## src/hdl/ocf_defines.svh

```systemverilog
// Constants for the converter output code formatter.
// Assumes inclusion by bare name from the package and the design module.
`ifndef OCF_DEFINES_SVH
`define OCF_DEFINES_SVH
`define OCF_CODE_W 10
`define OCF_CODE_MAX 10'h3FF
`define OCF_CODE_MIN 10'h000
`define OCF_FMT_BINARY 1'b0
`define OCF_FMT_GRAY 1'b1
`define OCF_BUF_DEPTH 2
`endif

```

## src/hdl/ocf_pkg.sv

```systemverilog
// Types for the converter output code formatter.
// Assumes the defines header is on the include path.
`include "ocf_defines.svh"
package ocf_pkg;
	typedef logic [`OCF_CODE_W-1:0] ocf_code_type;
	typedef enum logic {
		OCF_FMT_BIN = `OCF_FMT_BINARY,
		OCF_FMT_GRY = `OCF_FMT_GRAY
	} ocf_fmt_type;
endpackage : ocf_pkg
```

## src/hdl/ocf_formatter.sv

```systemverilog
// Output code formatter: saturation, binary or Gray coding, two-entry output buffer.
// Assumes the converter core and capture logic run on core_clk; format select is a pin.
`timescale 1ns/100ps
`include "ocf_defines.svh"
module ocf_formatter (
	// Clock, reset, enable.
	input wire logic core_clk,
	input wire logic nrst,
	input wire logic clk_en,
	// Format select pin, asynchronous.
	input wire logic gray_sel,
	// Converter core side.
	input wire logic in_valid,
	output logic in_ready,
	input wire ocf_pkg::ocf_code_type in_code,
	input wire logic in_over,
	input wire logic in_under,
	// Capture side.
	output logic out_valid,
	input wire logic out_ready,
	output ocf_pkg::ocf_code_type out_code,
	output logic out_range
);
	import ocf_pkg::*;

	// ----------------------------------------
	// Code conversion
	// ----------------------------------------
	function automatic ocf_code_type ocf_to_gray(input ocf_code_type b);
		ocf_to_gray = b ^ (b >> 1);
	endfunction : ocf_to_gray

	// ----------------------------------------
	// Format select synchroniser
	// ----------------------------------------
	logic sel_s1_reg, sel_s1_next;
	logic sel_s2_reg, sel_s2_next;
	ocf_fmt_type fmt;

	always_comb begin
		sel_s1_next = gray_sel;
		sel_s2_next = sel_s1_reg;
	end

	always_ff @(posedge core_clk) begin
		if (!nrst) begin
			sel_s1_reg <= `OCF_FMT_BINARY;
			sel_s2_reg <= `OCF_FMT_BINARY;
		end else if (clk_en) begin
			sel_s1_reg <= sel_s1_next;
			sel_s2_reg <= sel_s2_next;
		end
	end

	assign fmt = ocf_fmt_type'(sel_s2_reg);

	// ----------------------------------------
	// Saturation and coding
	// ----------------------------------------
	ocf_code_type sat_code;
	ocf_code_type fmt_code;
	logic sat_flag;

	always_comb begin
		sat_flag = in_over | in_under;
		if (in_over) begin
			sat_code = `OCF_CODE_MAX;
		end else if (in_under) begin
			sat_code = `OCF_CODE_MIN;
		end else begin
			sat_code = in_code;
		end
		if (fmt == OCF_FMT_GRY) begin
			fmt_code = ocf_to_gray(sat_code);
		end else begin
			fmt_code = sat_code;
		end
	end

	// ----------------------------------------
	// Two-entry buffer
	// ----------------------------------------
	ocf_code_type code_mem_reg [`OCF_BUF_DEPTH];
	ocf_code_type code_mem_next [`OCF_BUF_DEPTH];
	logic [`OCF_BUF_DEPTH-1:0] flag_mem_reg, flag_mem_next;
	logic [1:0] cnt_reg, cnt_next;
	logic wr_ptr_reg, wr_ptr_next;
	logic rd_ptr_reg, rd_ptr_next;
	logic in_ready_reg, in_ready_next;
	logic out_valid_reg, out_valid_next;
	ocf_code_type out_code_reg, out_code_next;
	logic out_range_reg, out_range_next;
	logic push, pop;

	always_comb begin
		push = in_valid & in_ready_reg;
		pop = out_valid_reg & out_ready;
		code_mem_next = code_mem_reg;
		flag_mem_next = flag_mem_reg;
		wr_ptr_next = wr_ptr_reg;
		rd_ptr_next = rd_ptr_reg;
		cnt_next = cnt_reg;
		if (push) begin
			code_mem_next[wr_ptr_reg] = fmt_code;
			flag_mem_next[wr_ptr_reg] = sat_flag;
			wr_ptr_next = ~wr_ptr_reg;
		end
		if (pop) begin
			rd_ptr_next = ~rd_ptr_reg;
		end
		cnt_next = cnt_reg + 2'(push) - 2'(pop);
		in_ready_next = (cnt_next != 2'h2);
		out_valid_next = (cnt_next != 2'h0);
		out_code_next = code_mem_next[rd_ptr_next];
		out_range_next = flag_mem_next[rd_ptr_next];
	end

	always_ff @(posedge core_clk) begin
		if (!nrst) begin
			code_mem_reg <= '{default: `OCF_CODE_MIN};
			flag_mem_reg <= '0;
			cnt_reg <= 2'h0;
			wr_ptr_reg <= 1'b0;
			rd_ptr_reg <= 1'b0;
			in_ready_reg <= 1'b1;
			out_valid_reg <= 1'b0;
			out_code_reg <= `OCF_CODE_MIN;
			out_range_reg <= 1'b0;
		end else if (clk_en) begin
			code_mem_reg <= code_mem_next;
			flag_mem_reg <= flag_mem_next;
			cnt_reg <= cnt_next;
			wr_ptr_reg <= wr_ptr_next;
			rd_ptr_reg <= rd_ptr_next;
			in_ready_reg <= in_ready_next;
			out_valid_reg <= out_valid_next;
			out_code_reg <= out_code_next;
			out_range_reg <= out_range_next;
		end
	end

	// ----------------------------------------
	// Output registers
	// ----------------------------------------
	assign in_ready = in_ready_reg;
	assign out_valid = out_valid_reg;
	assign out_code = out_code_reg;
	assign out_range = out_range_reg;

	// ----------------------------------------
	// Checks
	// ----------------------------------------
	AST_OVER_CODE: assert property (@(posedge core_clk) disable iff (!nrst)
		(push && in_over && fmt == OCF_FMT_BIN) |-> fmt_code == 10'h3FF && sat_flag)
		else $error("Over-range sample not coded as all ones with flag.");
	AST_OVER_GRAY: assert property (@(posedge core_clk) disable iff (!nrst)
		(push && in_over && fmt == OCF_FMT_GRY) |-> fmt_code == 10'h200 && sat_flag)
		else $error("Over-range sample not coded as Gray top with flag.");
	AST_UNDER_CODE: assert property (@(posedge core_clk) disable iff (!nrst)
		(push && in_under && !in_over) |-> fmt_code == 10'h000 && sat_flag)
		else $error("Under-range sample not coded as zero with flag.");
	AST_TOP_IN: assert property (@(posedge core_clk) disable iff (!nrst)
		(push && !sat_flag && in_code == 10'h3FF && fmt == OCF_FMT_GRY) |-> fmt_code == 10'h200)
		else $error("Top in-range code wrong in Gray.");
	AST_LOW_IN: assert property (@(posedge core_clk) disable iff (!nrst)
		(push && !sat_flag && in_code == 10'h001) |-> fmt_code == 10'h001 && !sat_flag)
		else $error("Lowest in-range code wrong.");
	AST_BIN_PASS: assert property (@(posedge core_clk) disable iff (!nrst)
		(!sat_flag && fmt == OCF_FMT_BIN) |-> fmt_code == in_code)
		else $error("Binary code does not follow input.");
	AST_GRAY_MID: assert property (@(posedge core_clk) disable iff (!nrst)
		(!sat_flag && fmt == OCF_FMT_GRY && in_code == 10'h300) |-> fmt_code == 10'h280)
		else $error("Gray code of three-quarter scale wrong.");
	AST_GRAY_HALF: assert property (@(posedge core_clk) disable iff (!nrst)
		(!sat_flag && fmt == OCF_FMT_GRY && in_code == 10'h200) |-> fmt_code == 10'h300)
		else $error("Gray code of mid scale wrong.");
	AST_GRAY_QUARTER: assert property (@(posedge core_clk) disable iff (!nrst)
		(!sat_flag && fmt == OCF_FMT_GRY && in_code == 10'h100) |-> fmt_code == 10'h180)
		else $error("Gray code of one-quarter scale wrong.");
	AST_RESET_BIN: assert property (@(posedge core_clk)
		!nrst |=> fmt == OCF_FMT_BIN)
		else $error("Format not binary after reset.");
	AST_PAIR: assert property (@(posedge core_clk) disable iff (!nrst)
		(clk_en && push && cnt_reg == 2'h0 && !pop) |=>
		out_valid && out_code == $past(fmt_code) && out_range == $past(sat_flag))
		else $error("Data word and flag not presented together.");
	AST_NO_OVERFLOW: assert property (@(posedge core_clk) disable iff (!nrst)
		cnt_reg != 2'h3)
		else $error("Buffer count out of range.");

	// ----------------------------------------
	// Buffer and control checks
	// ----------------------------------------
	AST_HOLD: assert property (@(posedge core_clk) disable iff (!nrst)
		(clk_en && out_valid && !out_ready) |=>
		out_valid && $stable(out_code) && $stable(out_range))
		else $error("Stalled word or flag changed before it was taken.");
	AST_REFUSE: assert property (@(posedge core_clk) disable iff (!nrst)
		(clk_en && in_valid && !in_ready && !out_ready) |=>
		!in_ready && $stable(cnt_reg))
		else $error("Sample stored while the buffer was full.");
	AST_FREEZE: assert property (@(posedge core_clk) disable iff (!nrst)
		!clk_en |=>
		$stable(cnt_reg) && $stable(out_valid) && $stable(out_code) && $stable(sel_s2_reg))
		else $error("State changed while the clock enable was low.");
	AST_EMPTY_STATE: assert property (@(posedge core_clk) disable iff (!nrst)
		cnt_reg == 2'h0 |-> in_ready && !out_valid)
		else $error("Empty buffer flags wrong.");
	AST_FULL_STATE: assert property (@(posedge core_clk) disable iff (!nrst)
		cnt_reg == 2'h2 |-> !in_ready && out_valid)
		else $error("Full buffer flags wrong.");
	AST_RESET_OUT: assert property (@(posedge core_clk)
		!nrst |=> !out_valid && in_ready && !out_range && out_code == `OCF_CODE_MIN)
		else $error("Outputs not at reset values after reset.");
	AST_SYNC_CHAIN: assert property (@(posedge core_clk) disable iff (!nrst)
		clk_en |=> sel_s2_reg == $past(sel_s1_reg))
		else $error("Format select synchroniser skipped a stage.");
endmodule : ocf_formatter

```

## config.mk

```make
export PLATFORM = sky130hd
export DESIGN_NAME = ocf_formatter
export DESIGN_NICKNAME = d
export VERILOG_FILES = /design/src/hdl/ocf_pkg.sv /design/src/hdl/ocf_formatter.sv
export VERILOG_INCLUDE_DIRS = /design/src /design/src/hdl
export SDC_FILE = /design/constraint.sdc
export NUM_CORES = 1
export LEC_CHECK = 0
export BUFFER_PORTS_ARGS = -buffer_cell sky130_fd_sc_hd__buf_2
export CORE_UTILIZATION = 55
export CTS_CLUSTER_SIZE = 16
export DETAILED_ROUTE_END_ITERATION = 10
export PLACE_DENSITY = 0.77
export SYNTH_ARGS = -nofsm -noshare
export SYNTH_HDL_FRONTEND = slang
export SYNTH_SLANG_ARGS = --single-unit
```

## constraint.sdc

```tcl
create_clock -name core_clk -period 3.79 [get_ports core_clk]
set_input_delay 0.1895 -clock core_clk [delete_from_list [all_inputs] [get_ports core_clk]]
set_output_delay 0.1895 -clock core_clk [all_outputs]
set_load 0.02 [all_outputs]
```

==> impl.org, run 1 <==
** Clocking
- TritonCTS clock tree :: built
- # Post-CTS Setup Buffers :: 0
- CTS built an H-tree with a depth of 2.
- The clock drives 41 sinks.
- Number of buffers on the longest clock path :: 2
- Root buffer cell :: clkbuf_8
- Clock input transition at the sequential cells of the worst setup and hold paths :: 80 ps
- Clock latency on the worst-skew pair, taken at its later pin, is 290 ps.
- Count of hold-fix buffers inserted at cts :: 0
- Buffers inserted during clock tree synthesis total 5.
- Post-CTS sizing :: 0

** Placed design
- Final HPWL DP :: 3940 um
- Placement Cell Area :: 2400 um2
- Count of buffers inserted at the top-level ports :: 30
- The congestion estimate from routability-driven global placement came to 0.948.
- Worst slack after detailed placement :: 1700 ps

** Layout
- With fillers left out, the area of the finished cells amounts to 2520 um2.
- Flip-flop count of the largest register, all copies and words added :: 20
- Final core utilization :: 0.662
- In the final layout, the share of cells above drive strength 1 is 0.141.
- Most frequent standard cell in the layout excluding fill and tap cells :: nor2_1
- Leading cell types in the layout, fill and taps excluded :: 42 x nor2_1, 41 x dfxtp_1, 30 x buf_2
- Nets@finish :: 323
- From synthesis to final layout, the design area changed by 10.8%.
- ANT cells :: 0

** Drt
- The first TritonRoute pass finished after 5 iterations.
- Vias after detailed routing :: 2111
- Number of DRC violations after detailed routing :: 0
- Dividing the detail-routed wire length by the instance count gives 15.5 um.
- After detailed routing, the total wire length is 5460 um.
- For this block, the initial DRC count from the detailed router was 133.
- The count of nets left with antenna violations once routing finished came out at 0.
- Vias per inst :: 6.00

** Floorplan
- The initial utilization of the core area, before any placement, comes to 0.598.
- After floorplanning, the core was sized to cover 3800 um2.
- The floorplan step defined a die boundary enclosing 4390 um2.
- In this run the core area contains 22 standard-cell rows.
- Chip height :: 66.3 um
- Ports :: 31
- Horizontal die dimension :: 66.3 um

** Critical path
- Critical Path Slowest Stage Cell :: nand3_1
- Series of cell instances along the critical path :: nand3_1 -> nor2_1 -> buf_4 -> nor2_1 -> a211oi_1
- In this run the critical register-to-register path is captured at code_mem_reg[7].
- WP data required :: 3980 ps
- Along the worst path, the maximum fanout reaches 20.
- R2R cell count :: 5
- Reg2Reg Setup Slack :: 1690 ps
- Grouping stages by cell kind, the critical path spends the most delay in simple AND/OR/NAND/NOR gates.
- STA classifies the critical path startpoint as a register.
- The worst setup path is of the register to register kind.
- The worst register-to-register path begins at wr_ptr_reg.
- Most used cell, CP :: nor2_1
- The number of buffers and inverters on the critical path is 1.
- Highest cell delay on the worst timing path :: 540 ps
- Data arrival time of the worst path :: 2290 ps
- Crit. End Element :: register

** Min path
- Worst-case hold path end point :: sel_s1_reg
- Along the worst hold path, the cell count comes to 3.
- Hold path start :: gray_sel
- Path type of the worst min-delay path :: input pin to register

** Yosys
- Share of synthesized area occupied by flip-flops and latches :: 0.361
- Synthesized Nets :: 303
- Count of cell types in the netlist :: 42
- Number of enable-type register cells in the synthesized netlist :: 0
- Averaged over all synthesized cells, the footprint is 8.02 um2.
- The cell area that synthesis handed to floorplanning was 2270 um2.
- Count of yosys warnings during synthesis :: 0
- Cell count after synthesis :: 283
- Share of synthesized registers carrying an async set or reset :: 0
- Synthesis inferred 41 register bits.
- In the synthesized netlist the dominant register cell turns out to be dfxtp_1.

** Timing
- Derived from the worst setup path, the maximum achievable clock frequency is 0.477 GHz.
- Setup repair after global routing left no endpoint under its margin.
- Clock tree skew after final layout :: 4.87 ps
- Slack of the critical path :: 1690 ps
- Post-route minimum period :: 2100 ps
- The final hold violation count came to 0.
- Max-Slew Margin vs Limit :: 0.395
- Setup violations remaining at the end of the flow were counted as 0.
- Of the available clock period, the critical path in the final layout requires 0.553.
- For the pin with the worst max-slew slack, the measured transition is 906 ps.
- Setup total negative slack on the finished layout was measured at 0 ps.
- Final count of pins violating max slew :: 0

** Power
- Across the VDD grid, the largest voltage drop is 0.000438 V.
- Power density over cell area :: 427 nW/um2
- Summed over all cells, the static leakage comes to 0.944 nW.

** Global routing
- The number of antenna violations at the first check in global routing came to 0.
- Aggregate global-route resource usage :: 0.275
- Entering global routing, the biggest net connects 31 pins.
- Via count of the first global-routing pass :: 1842
- First-pass GRT wire length :: 9000 um
- Remaining global-route overflow :: 0

** Flow run
- Max-cap violations :: 0

** Status
- Run status :: complete, no violations
logic make-up after synthesis:
kind of cell	Yosys count	share of synthesized area
xor+xnor	4	0.0220
simple gates	110	0.252
mux	4	0.0176
buf+inv	32	0.0617
flops	41	0.361
fa+ha+maj	2	0.0110
compound gates	90	0.274
report_power, final:
part           switching, mW  internal, mW
clock                  0.153         0.198
combinational          0.142        0.0893
sequential            0.0255         0.465
through the flow:
step	power [mW]	std cells	hold slack, ps
floorplan	0.663	283	251
finish	1.07	352	138
global route	1.13	352	137
CTS	1.07	352	132
detailed placement	0.727	344	436
global placement	0.722	344	428
cells in the mapped netlist (all sizes together), types with 9 or more instances:
| cell | n | area share |
|---|---|---|
| clkbuf | 9 | 0.015 |
| a211oi | 22 | 0.073 |
| nand2b | 23 | 0.063 |
| nor2 | 42 | 0.069 |
| buf | 10 | 0.025 |
| nand3b | 11 | 0.042 |
| o21ai | 11 | 0.024 |
| dfxtp | 41 | 0.36 |
| nand2 | 14 | 0.023 |
| inv | 13 | 0.021 |
| a21oi | 21 | 0.046 |
worst max-delay path by stage:
| stage | startpoint | to | slack [ps] | cells after the start |
|---|---|---|---|---|
| final | wr_ptr_reg | code_mem_reg[7] | 1690 | 5 |
| after global placement | wr_ptr_reg | code_mem_reg[0] | 1820 | 5 |
| after floorplan | in_ready | in_ready | 2050 | 8 |
| after detailed placement | wr_ptr_reg | code_mem_reg[7] | 1700 | 5 |
| after CTS | wr_ptr_reg | code_mem_reg[7] | 1700 | 5 |
| after global routing | wr_ptr_reg | code_mem_reg[7] | 1470 | 5 |
worst min-delay path: stages:
cell	delay, ps
buf_2	80
mux2i_1	60
nor2_1	70
routing by layer:
metal	global-route usage	wire length [um]	part of all wire
met1	0.407	2670	0.49
met2	0.402	2260	0.41
met3	0.0707	482	0.088
met5	0	0	0
met4	0.0452	48	0.0088
final cells by class:
type                       instances  area [um2]
clock buffer                       6        72.6
clock inverter                     2        38.8
fill                             331        1280
inverter                          13        48.8
multi-input combinational        210        1310
sequential                        41         821
tap                               48        60.1
timing repair buffer              32         165
No activity file was read; power rests on OpenSTA's default activity.
==> run 2: changes to the inputs <==
--- a/config.mk
+++ b/config.mk
@@ -7,10 +7,10 @@
 export NUM_CORES = 1
 export LEC_CHECK = 0
 export BUFFER_PORTS_ARGS = -buffer_cell sky130_fd_sc_hd__buf_2
-export CORE_UTILIZATION = 55
+export CORE_UTILIZATION = 51
 export CTS_CLUSTER_SIZE = 16
 export DETAILED_ROUTE_END_ITERATION = 10
-export PLACE_DENSITY = 0.77
+export PLACE_DENSITY = 0.75
 export SYNTH_ARGS = -nofsm -noshare
 export SYNTH_HDL_FRONTEND = slang
 export SYNTH_SLANG_ARGS = --single-unit
==> constraint.sdc (replaced) <==
create_clock -name core_clk -period 1.7 [get_ports core_clk]
set_input_delay 0.085 -clock core_clk [delete_from_list [all_inputs] [get_ports core_clk]]
set_output_delay 0.085 -clock core_clk [all_outputs]
set_load 0.02 [all_outputs]
==> run 2 against run 1 <==
  * Wire length is 0.86% higher
  * Clock power is 86% higher
  * Register-to-register slack got worse by 1600 ps
  * Critical endpoint is now in_ready
==> impl.org, run 2 (same netlist as run 1, synthesis figures left out) <==
** Status
- The flow ran to the end, and the final reports show no timing, DRC or antenna violations.

** Floorplan
- From bottom edge to top edge, the die measures 68.7 um.
- DIE AREA :: 4720 um2
- 31 I/O pins were placed.
- Horizontal die dimension :: 68.7 um
- For this configuration, the core starts out at a cell density of 0.548.
- Row Count :: 23
- In this run the standard cell core region covers 4140 um2.

** Drt
- In this run, the number of DRC markers left after iteration 0 of detailed routing was 152.
- Vias after detailed routing :: 2093
- For this block, the routed nets add up to 5510 um of wire.
- Before antenna repair, the detailed router went through 4 iterations.
- After detailed routing, the average wire length per cell comes to 15.3 um.
- For this run, design rule violations remaining after detail routing come to 0.
- In this run the remaining antenna-violating nets after routing total 0.
- Vias per inst :: 5.80

** Layout
- The repair_antennas step left the layout with diodes totalling 0.
- Leading cell types in the layout, fill and taps excluded :: 42 x nor2_1, 40 x dfxtp_1, 30 x buf_2
- The register with the most flip-flops in the layout has 20 of them.
- Nets@finish :: 330
- Leaving out fill and tap cells, the most frequent cell in the layout is nor2_1.
- Share of cells above drive strength 1 :: 0.167
- Layout overhead on the synthesized area :: 12.4%

** Global routing
- For this run, global-route usage on met1 was measured as 0.355.
- Most crowded layer after global routing :: met2
- In the global route stage, overall resource usage came out at 0.246.
- The number of antenna violations at the first check in global routing came to 0.
- Remaining global-route overflow :: 0
- In the global route stage, met2 resource usage came out at 0.369.
- First-pass GRT wire length :: 8440 um
- In the global route stage, met3 resource usage came out at 0.0609.
- The number of global-route vias before repair came to 1777.
- Largest net degree at the start of global routing :: 30

** Clocking
- After clock tree synthesis, the setup repair step added 0 buffers.
- Number of CTS-inserted buffers :: 5
- CTS sink count :: 41
- Clock input transition at the sequential cells of the worst setup and hold paths :: 80 ps
- Post-CTS sizing :: 0
- TritonCTS built the clock tree.
- The later pin in the worst-skew pair is clocked with a latency of 300 ps.
- Number of H-tree levels :: 2
- Clock tree synthesis selected as its root buffer the cell clkbuf_8.
- The clock passes through at most 2 buffers.
- Hold repair after CTS inserted 0 buffers.

** Timing
- Achievable Freq :: 0.619 GHz
- Counting I/O delays and the setup requirement, the final critical path takes 1610 ps.
- At the pin with the least slew margin, the transition time is 500 ps.
- Final setup violation count :: 0
- Measured against its own limit, the worst slew margin works out to 0.665.
- Setup TNS :: 0 ps
- Clock tree skew after final layout :: 8.82 ps
- Setup repair after global routing missed its margin :: false
- Final Hold Fails :: 0
- Final count of pins violating max slew :: 0
- In the finished design, the share of the clock period the worst path needs comes to 0.950.

** Power
- IR analysis of the VDD net gives a maximum drop of 0.000615 V.
- Total power for the finished layout comes to 2.28 mW.
- Power density over cell area :: 894 nW/um2
- Summed over all cells, the static leakage comes to 0.958 nW.

** Critical path
- Of all nets on the critical path, the largest fanout is 6.
- Critical Setup Path Class :: register to register
- R2R cell count :: 8
- WP data required :: 1880 ps
- Element type at the critical path start :: register
- The setup check on the worst reg-to-reg path leaves a slack of 90 ps.
- STA classifies the critical path endpoint as a register.
- Data arrival time of the worst path :: 1790 ps

** Placed design
- During placement, the flow inserted port buffers numbering 30.
- Routability-driven placement finished with a final weighted congestion of 0.856.
- Once detailed placement completed, the half-perimeter wirelength came to 4120 um.

** Flow run
- Max-cap violations :: 0

** Min path
- In this run the worst hold path is classified as input pin to register.
- Along the worst hold path, the cell count comes to 3.
-- run 2: cell count changes in the layout (fill, tap and decap cells not counted), sizes merged --
cell,change
buf,+7
bufinv,-1
clkbuf,-1
clkinv,-1
clkinvlp,+3
-- run 2: power by group --
group / total [mW] / switching [mW] / internal [mW] / leakage (nW)
Sequential: 1.09 / 0.0505 / 1.04 / 0.335
Clock: 0.653 / 0.365 / 0.288 / 0.0364
Combinational: 0.540 / 0.324 / 0.216 / 0.586
Total: 2.28 / 0.740 / 1.54 / 0.958
-- run 2: cell type report --
cell class | count | area, um2
Inverter | 13 | 48.8
Sequential cell | 41 | 822
Multi-Input combinational cell | 210 | 1310
Clock inverter | 3 | 22.5
Fill cell | 387 | 1590
Timing Repair Buffer | 39 | 218
Clock buffer | 5 | 68.8
Tap cell | 50 | 62.6
-- run 2: through the flow --
step                      cells  utilization  instance area, um2  setup slack, ps  hold slack, ps
final                       361        0.616                2550             85.5            30.8
after global routing        361        0.616                2550             6.51            56.5
after CTS                   361        0.616                2550              101            36.3
after detailed placement    353        0.594                2460              119             337
after global placement      353        0.594                2460              205             327
after floorplan             283            -                2270             53.9             147
-- run 2: critical path, cell delays in order (launching register included) --
cell and delay, ps:
dfxtp_2 380, nand2_1 110, ha_1 310, inv_1 40, ha_1 200, xor3_1 190, nand2_1 70, o22ai_1 110
nand2_1 80
-- run 2: path summary, 6_finish.rpt --
| check | startpoint | endpoint |
|---|---|---|
| worst max-delay path | in_ready | in_ready |
| worst max register to register | in_ready | in_ready |
| worst min register to register | out_code[5] | out_code[5] |
| worst min-delay path | gray_sel | sel_s1_reg |
-- run 2: layer usage --
layer  wire length [um]  vias up
met2               2210       63
met3                313        4
met4                 29        0
li1                   -     1080
met1               2950      946
met5                  0        -
==> run 3: changes to the inputs <==
--- a/config.mk
+++ b/config.mk
@@ -6,6 +6,7 @@
 export SDC_FILE = /design/constraint.sdc
 export NUM_CORES = 1
 export LEC_CHECK = 0
+export ABC_AREA = 1
 export BUFFER_PORTS_ARGS = -buffer_cell sky130_fd_sc_hd__buf_2
 export CORE_UTILIZATION = 51
 export CTS_CLUSTER_SIZE = 16
==> run 3 against run 2 <==
  * Area after synthesis is 3.9% lower
  * Total power increased by 6.4%
  * Clock power rose by 25%
  * Register-to-register slack improved by 60 ps
  * First-iteration DRC count up 36%
  * Core utilization fell by 0.94 points
  * Largest power group unchanged
  * Highest routed layer unchanged
==> impl.org, run 3 <==
** Global routing
- Remaining global-route overflow :: 0
- Entering global routing, the biggest net connects 33 pins.
- First-pass GRT wire length :: 8340 um
- In the global route stage, overall resource usage came out at 0.245.
- Number of antenna violations at the first check in global routing :: 0
- The number of global-route vias before repair was 1895.

** Clocking
- Counting every sink on the clock net gives 41.
- Clock input transition at the sequential cells of the worst setup and hold paths :: 70 ps
- The number of hold buffers added after CTS was 0.
- Buffers inserted during clock tree synthesis total 5.
- Number of H-tree levels :: 2
- Root buffer cell :: clkbuf_8
- The clock passes through at most 2 buffers.
- Clock insertion delay at the later pin of the skew report :: 290 ps
- TritonCTS clock tree :: built
- # Post-CTS Setup Buffers :: 0

** Yosys
- Portion of synthesized cell area occupied by the leading cell type :: 0.376
- The biggest area contributor in the post-synthesis netlist is dfxtp_1.
- Yosys reg bits :: 41
- Top area cells in the synthesized netlist :: dfxtp_1 38%, nand2_1 21%, a21oi_1 5.7%
- Count of yosys warnings during synthesis :: 0
- After synthesis, the netlist uses 25 different library cells.
- Prevailing post-synth register cell :: dfxtp_1
- Synthesized area :: 2180 um2
- Most common library cells after synthesis :: 125 x nand2_1, 41 x dfxtp_1, 25 x a21oi_1, 25 x inv_1, 20 x nand3_1
- Number of enable-type register cells in the synthesized netlist :: 0
- Synthesized Nets :: 353
- Library cell with the highest instance count after synthesis :: nand2_1
- Counting every instance in the synthesized netlist gives 333.
- Each instance of the synthesized netlist takes up on average 6.56 um2.
- Share of synthesized area occupied by flip-flops and latches :: 0.376
- Share of synthesized registers carrying an async set or reset :: 0

** Critical path
- For the worst flop-to-flop path, the logic depth is 9.
- Reg-to-reg critical path endpoint :: in_ready
- Critical Path Slowest Stage Cell :: dfxtp_1
- Maximum net fanout on the critical path :: 3
- Reg2Reg Setup Slack :: 140 ps
- Series of cell instances along the critical path :: nand2_1 -> inv_1 -> ha_1 -> inv_1 -> ha_1 -> xnor2_1 -> nand2_1 -> o22ai_1 -> nand2_1
- The worst setup path is launched from a register.
- In this design, the critical path's most frequently occurring cell is nand2_1.
- The worst register-to-register path begins at out_valid.
- WP data required :: 1880 ps
- Buffers and inverters on the worst path :: 2
- Data arrival time of the worst path :: 1740 ps
- Delay-heaviest family, CP :: adder cells
- For this run, the slowest stage of the critical path takes 330 ps.
- Critical Setup Path Class :: register to register
- Crit. End Element :: register

** Min path
- Cell depth of the worst hold path :: 3
- For hold timing, the worst endpoint is sel_s1_reg.
- In this run the most critical hold path is launched from gray_sel.
- Path type of the worst min-delay path :: input pin to register

** Drt
- In the routed layout, each cell is associated on average with a via count of 5.24.
- After the first detailed-routing iteration, the DRC count stood at 207.
- Vias after detailed routing :: 2153
- The count of nets left with antenna violations once routing finished came out at 0.
- After detailed routing, the average wire length per cell comes to 12.5 um.
- For this run, design rule violations remaining after detail routing come to 0.
- The first detailed-routing pass ran for 4 iterations.
- After detailed routing, the total wire length is 5120 um.

** Power
- Dividing total power by cell area gives a power density of 987 nW/um2.
- The analysis attributes to cell leakage a power of 1.29 nW.
- IR analysis of the VDD net gives a maximum drop of 0.000513 V.

** Timing
- The final hold violation count is 0.
- Setup TNS :: 0 ps
- Post-route minimum period :: 1560 ps
- Max-Slew Margin vs Limit :: 0.671
- Tightest hold margin :: 18.2 ps
- Final period util :: 0.916
- Worst Tran Pin Value :: 493 ps
- Clock tree skew after final layout :: 4.65 ps
- Setup repair after global routing left no endpoint under its margin.
- The max-slew violation total from the final report was 0.
- Final setup violation count :: 0
- Static timing analysis puts the maximum clock frequency at 0.642 GHz.

** Layout
- The number of antenna diodes in the final layout is 0.
- Share of cells above drive strength 1 :: 0.177
- Most frequent standard cell in the layout excluding fill and tap cells :: nand2_1
- The register with the most flip-flops in the layout has 20 of them.
- Layout fillers :: 402
- From synthesis to final layout, the design area changed by 12.7%.
- In the final design database the tool counted 380 nets.
- Leading cell types in the layout, fill and taps excluded :: 125 x nand2_1, 40 x dfxtp_1, 30 x buf_2

** Placed design
- Final HPWL DP :: 3480 um
- Routability-driven placement finished with a final weighted congestion of 0.784.
- Count of buffers inserted at the top-level ports :: 30

** Floorplan
- The floorplan step defined a core boundary enclosing 4060 um2.
- DIE AREA :: 4550 um2
- The die is 67.4 um wide.
- For this configuration, the core starts out at a cell density of 0.538.
- For this design the top-level I/O count stands at 31.
- The die is 67.4 um tall.
- In this run the core area contains 23 standard-cell rows.

** Flow run
- The tool flagged a number of max-cap violations equal to 0.

** Status
- The run finished with clean final reports.
## run 3: changes by cell type after synthesis, sizes merged, moves of 5 or more
| cell | previous run | this run |
|---|---|---|
| nand3 | 2 | 22 |
| inv | 13 | 32 |
| o21ai | 11 | 25 |
| xnor2 | 2 | 7 |
| o31ai | 7 | 0 |
| nor2 | 42 | 21 |
| a221oi | 7 | 0 |
| a211oi | 22 | 0 |
| clkbuf | 9 | 3 |
| nand3b | 11 | 0 |
| nor3 | 8 | 0 |
| nand2b | 23 | 0 |
| nand2 | 14 | 127 |
## run 3: metrics by stage
| stage | cell area [um2] | utilization | power, mW | std cells | setup slack (ps) |
|---|---|---|---|---|---|
| after global placement | 2340 | 0.578 | 1.62 | 403 | 186 |
| after detailed placement | 2340 | 0.578 | 1.63 | 403 | 147 |
| after global routing | 2460 | 0.607 | 2.56 | 411 | 18.6 |
| after CTS | 2460 | 0.606 | 2.44 | 411 | 132 |
| final | 2460 | 0.607 | 2.43 | 411 | 143 |
| after floorplan | 2180 | - | 1.50 | 333 | 89.7 |
## run 3: worst reg2reg max path: cells and delay by family, from the launching register on
family	cells	cell delay [ps]
adder cells (fa/ha/maj)	2	460
flip-flops	1	330
AND/OR/NAND/NOR	3	280
XOR/XNOR	1	140
AO/OA/AOI/OAI	1	130
buffers and inverters	2	110
## run 3: layer usage
layer  vias up  GRT usage  share of wire
met4         0      0.106          0.020
met5         -          0              0
li1       1102          -              -
met3         9     0.0439          0.065
met1       961      0.316           0.45
met2        81      0.399           0.46
## run 3: where the power goes
part	internal, mW	switching, mW	total [mW]
registers	1.04	0.0465	1.09
clock network	0.479	0.337	0.816
logic	0.188	0.334	0.522
total	1.71	0.717	2.43
## run 3: how the worst max path moves through the flow
stage                     to  startpoint  cells past startpoint  slack (ps)
finish              in_ready   out_valid                      9         140
global route        in_ready   out_valid                      9          20
CTS                 in_ready    in_ready                      8         130
detailed placement  in_ready    in_ready                      8         150
global placement    in_ready    in_ready                      8         190
floorplan           in_ready    in_ready                      8          90
## run 3: timing repair
action,CTS,global route
setup endpoints to repair,0,1
hold endpoints to repair,0,0
resized for setup,0,1
## run 3: logic make-up after synthesis
kind of cell             Yosys count  synth area share
XOR/XNOR                           8            0.0355
AND/OR/NAND/NOR                  177             0.340
buffers and inverters             48            0.0997
adder cells (fa/ha/maj)            2            0.0115
flip-flops                        41             0.376
AO/OA/AOI/OAI                     57             0.138
## run 3: area by class of cell
| type | instances | area, um2 | area share |
|---|---|---|---|
| inverter | 32 | 120 | 0.0488 |
| sequential | 41 | 822 | 0.334 |
| clock buffer | 7 | 86.3 | 0.0351 |
| tap | 50 | 62.6 | 0.0254 |
| multi-input combinational | 244 | 1140 | 0.465 |
| clock inverter | 1 | 30.0 | 0.0122 |
| timing repair buffer | 36 | 195 | 0.0793 |
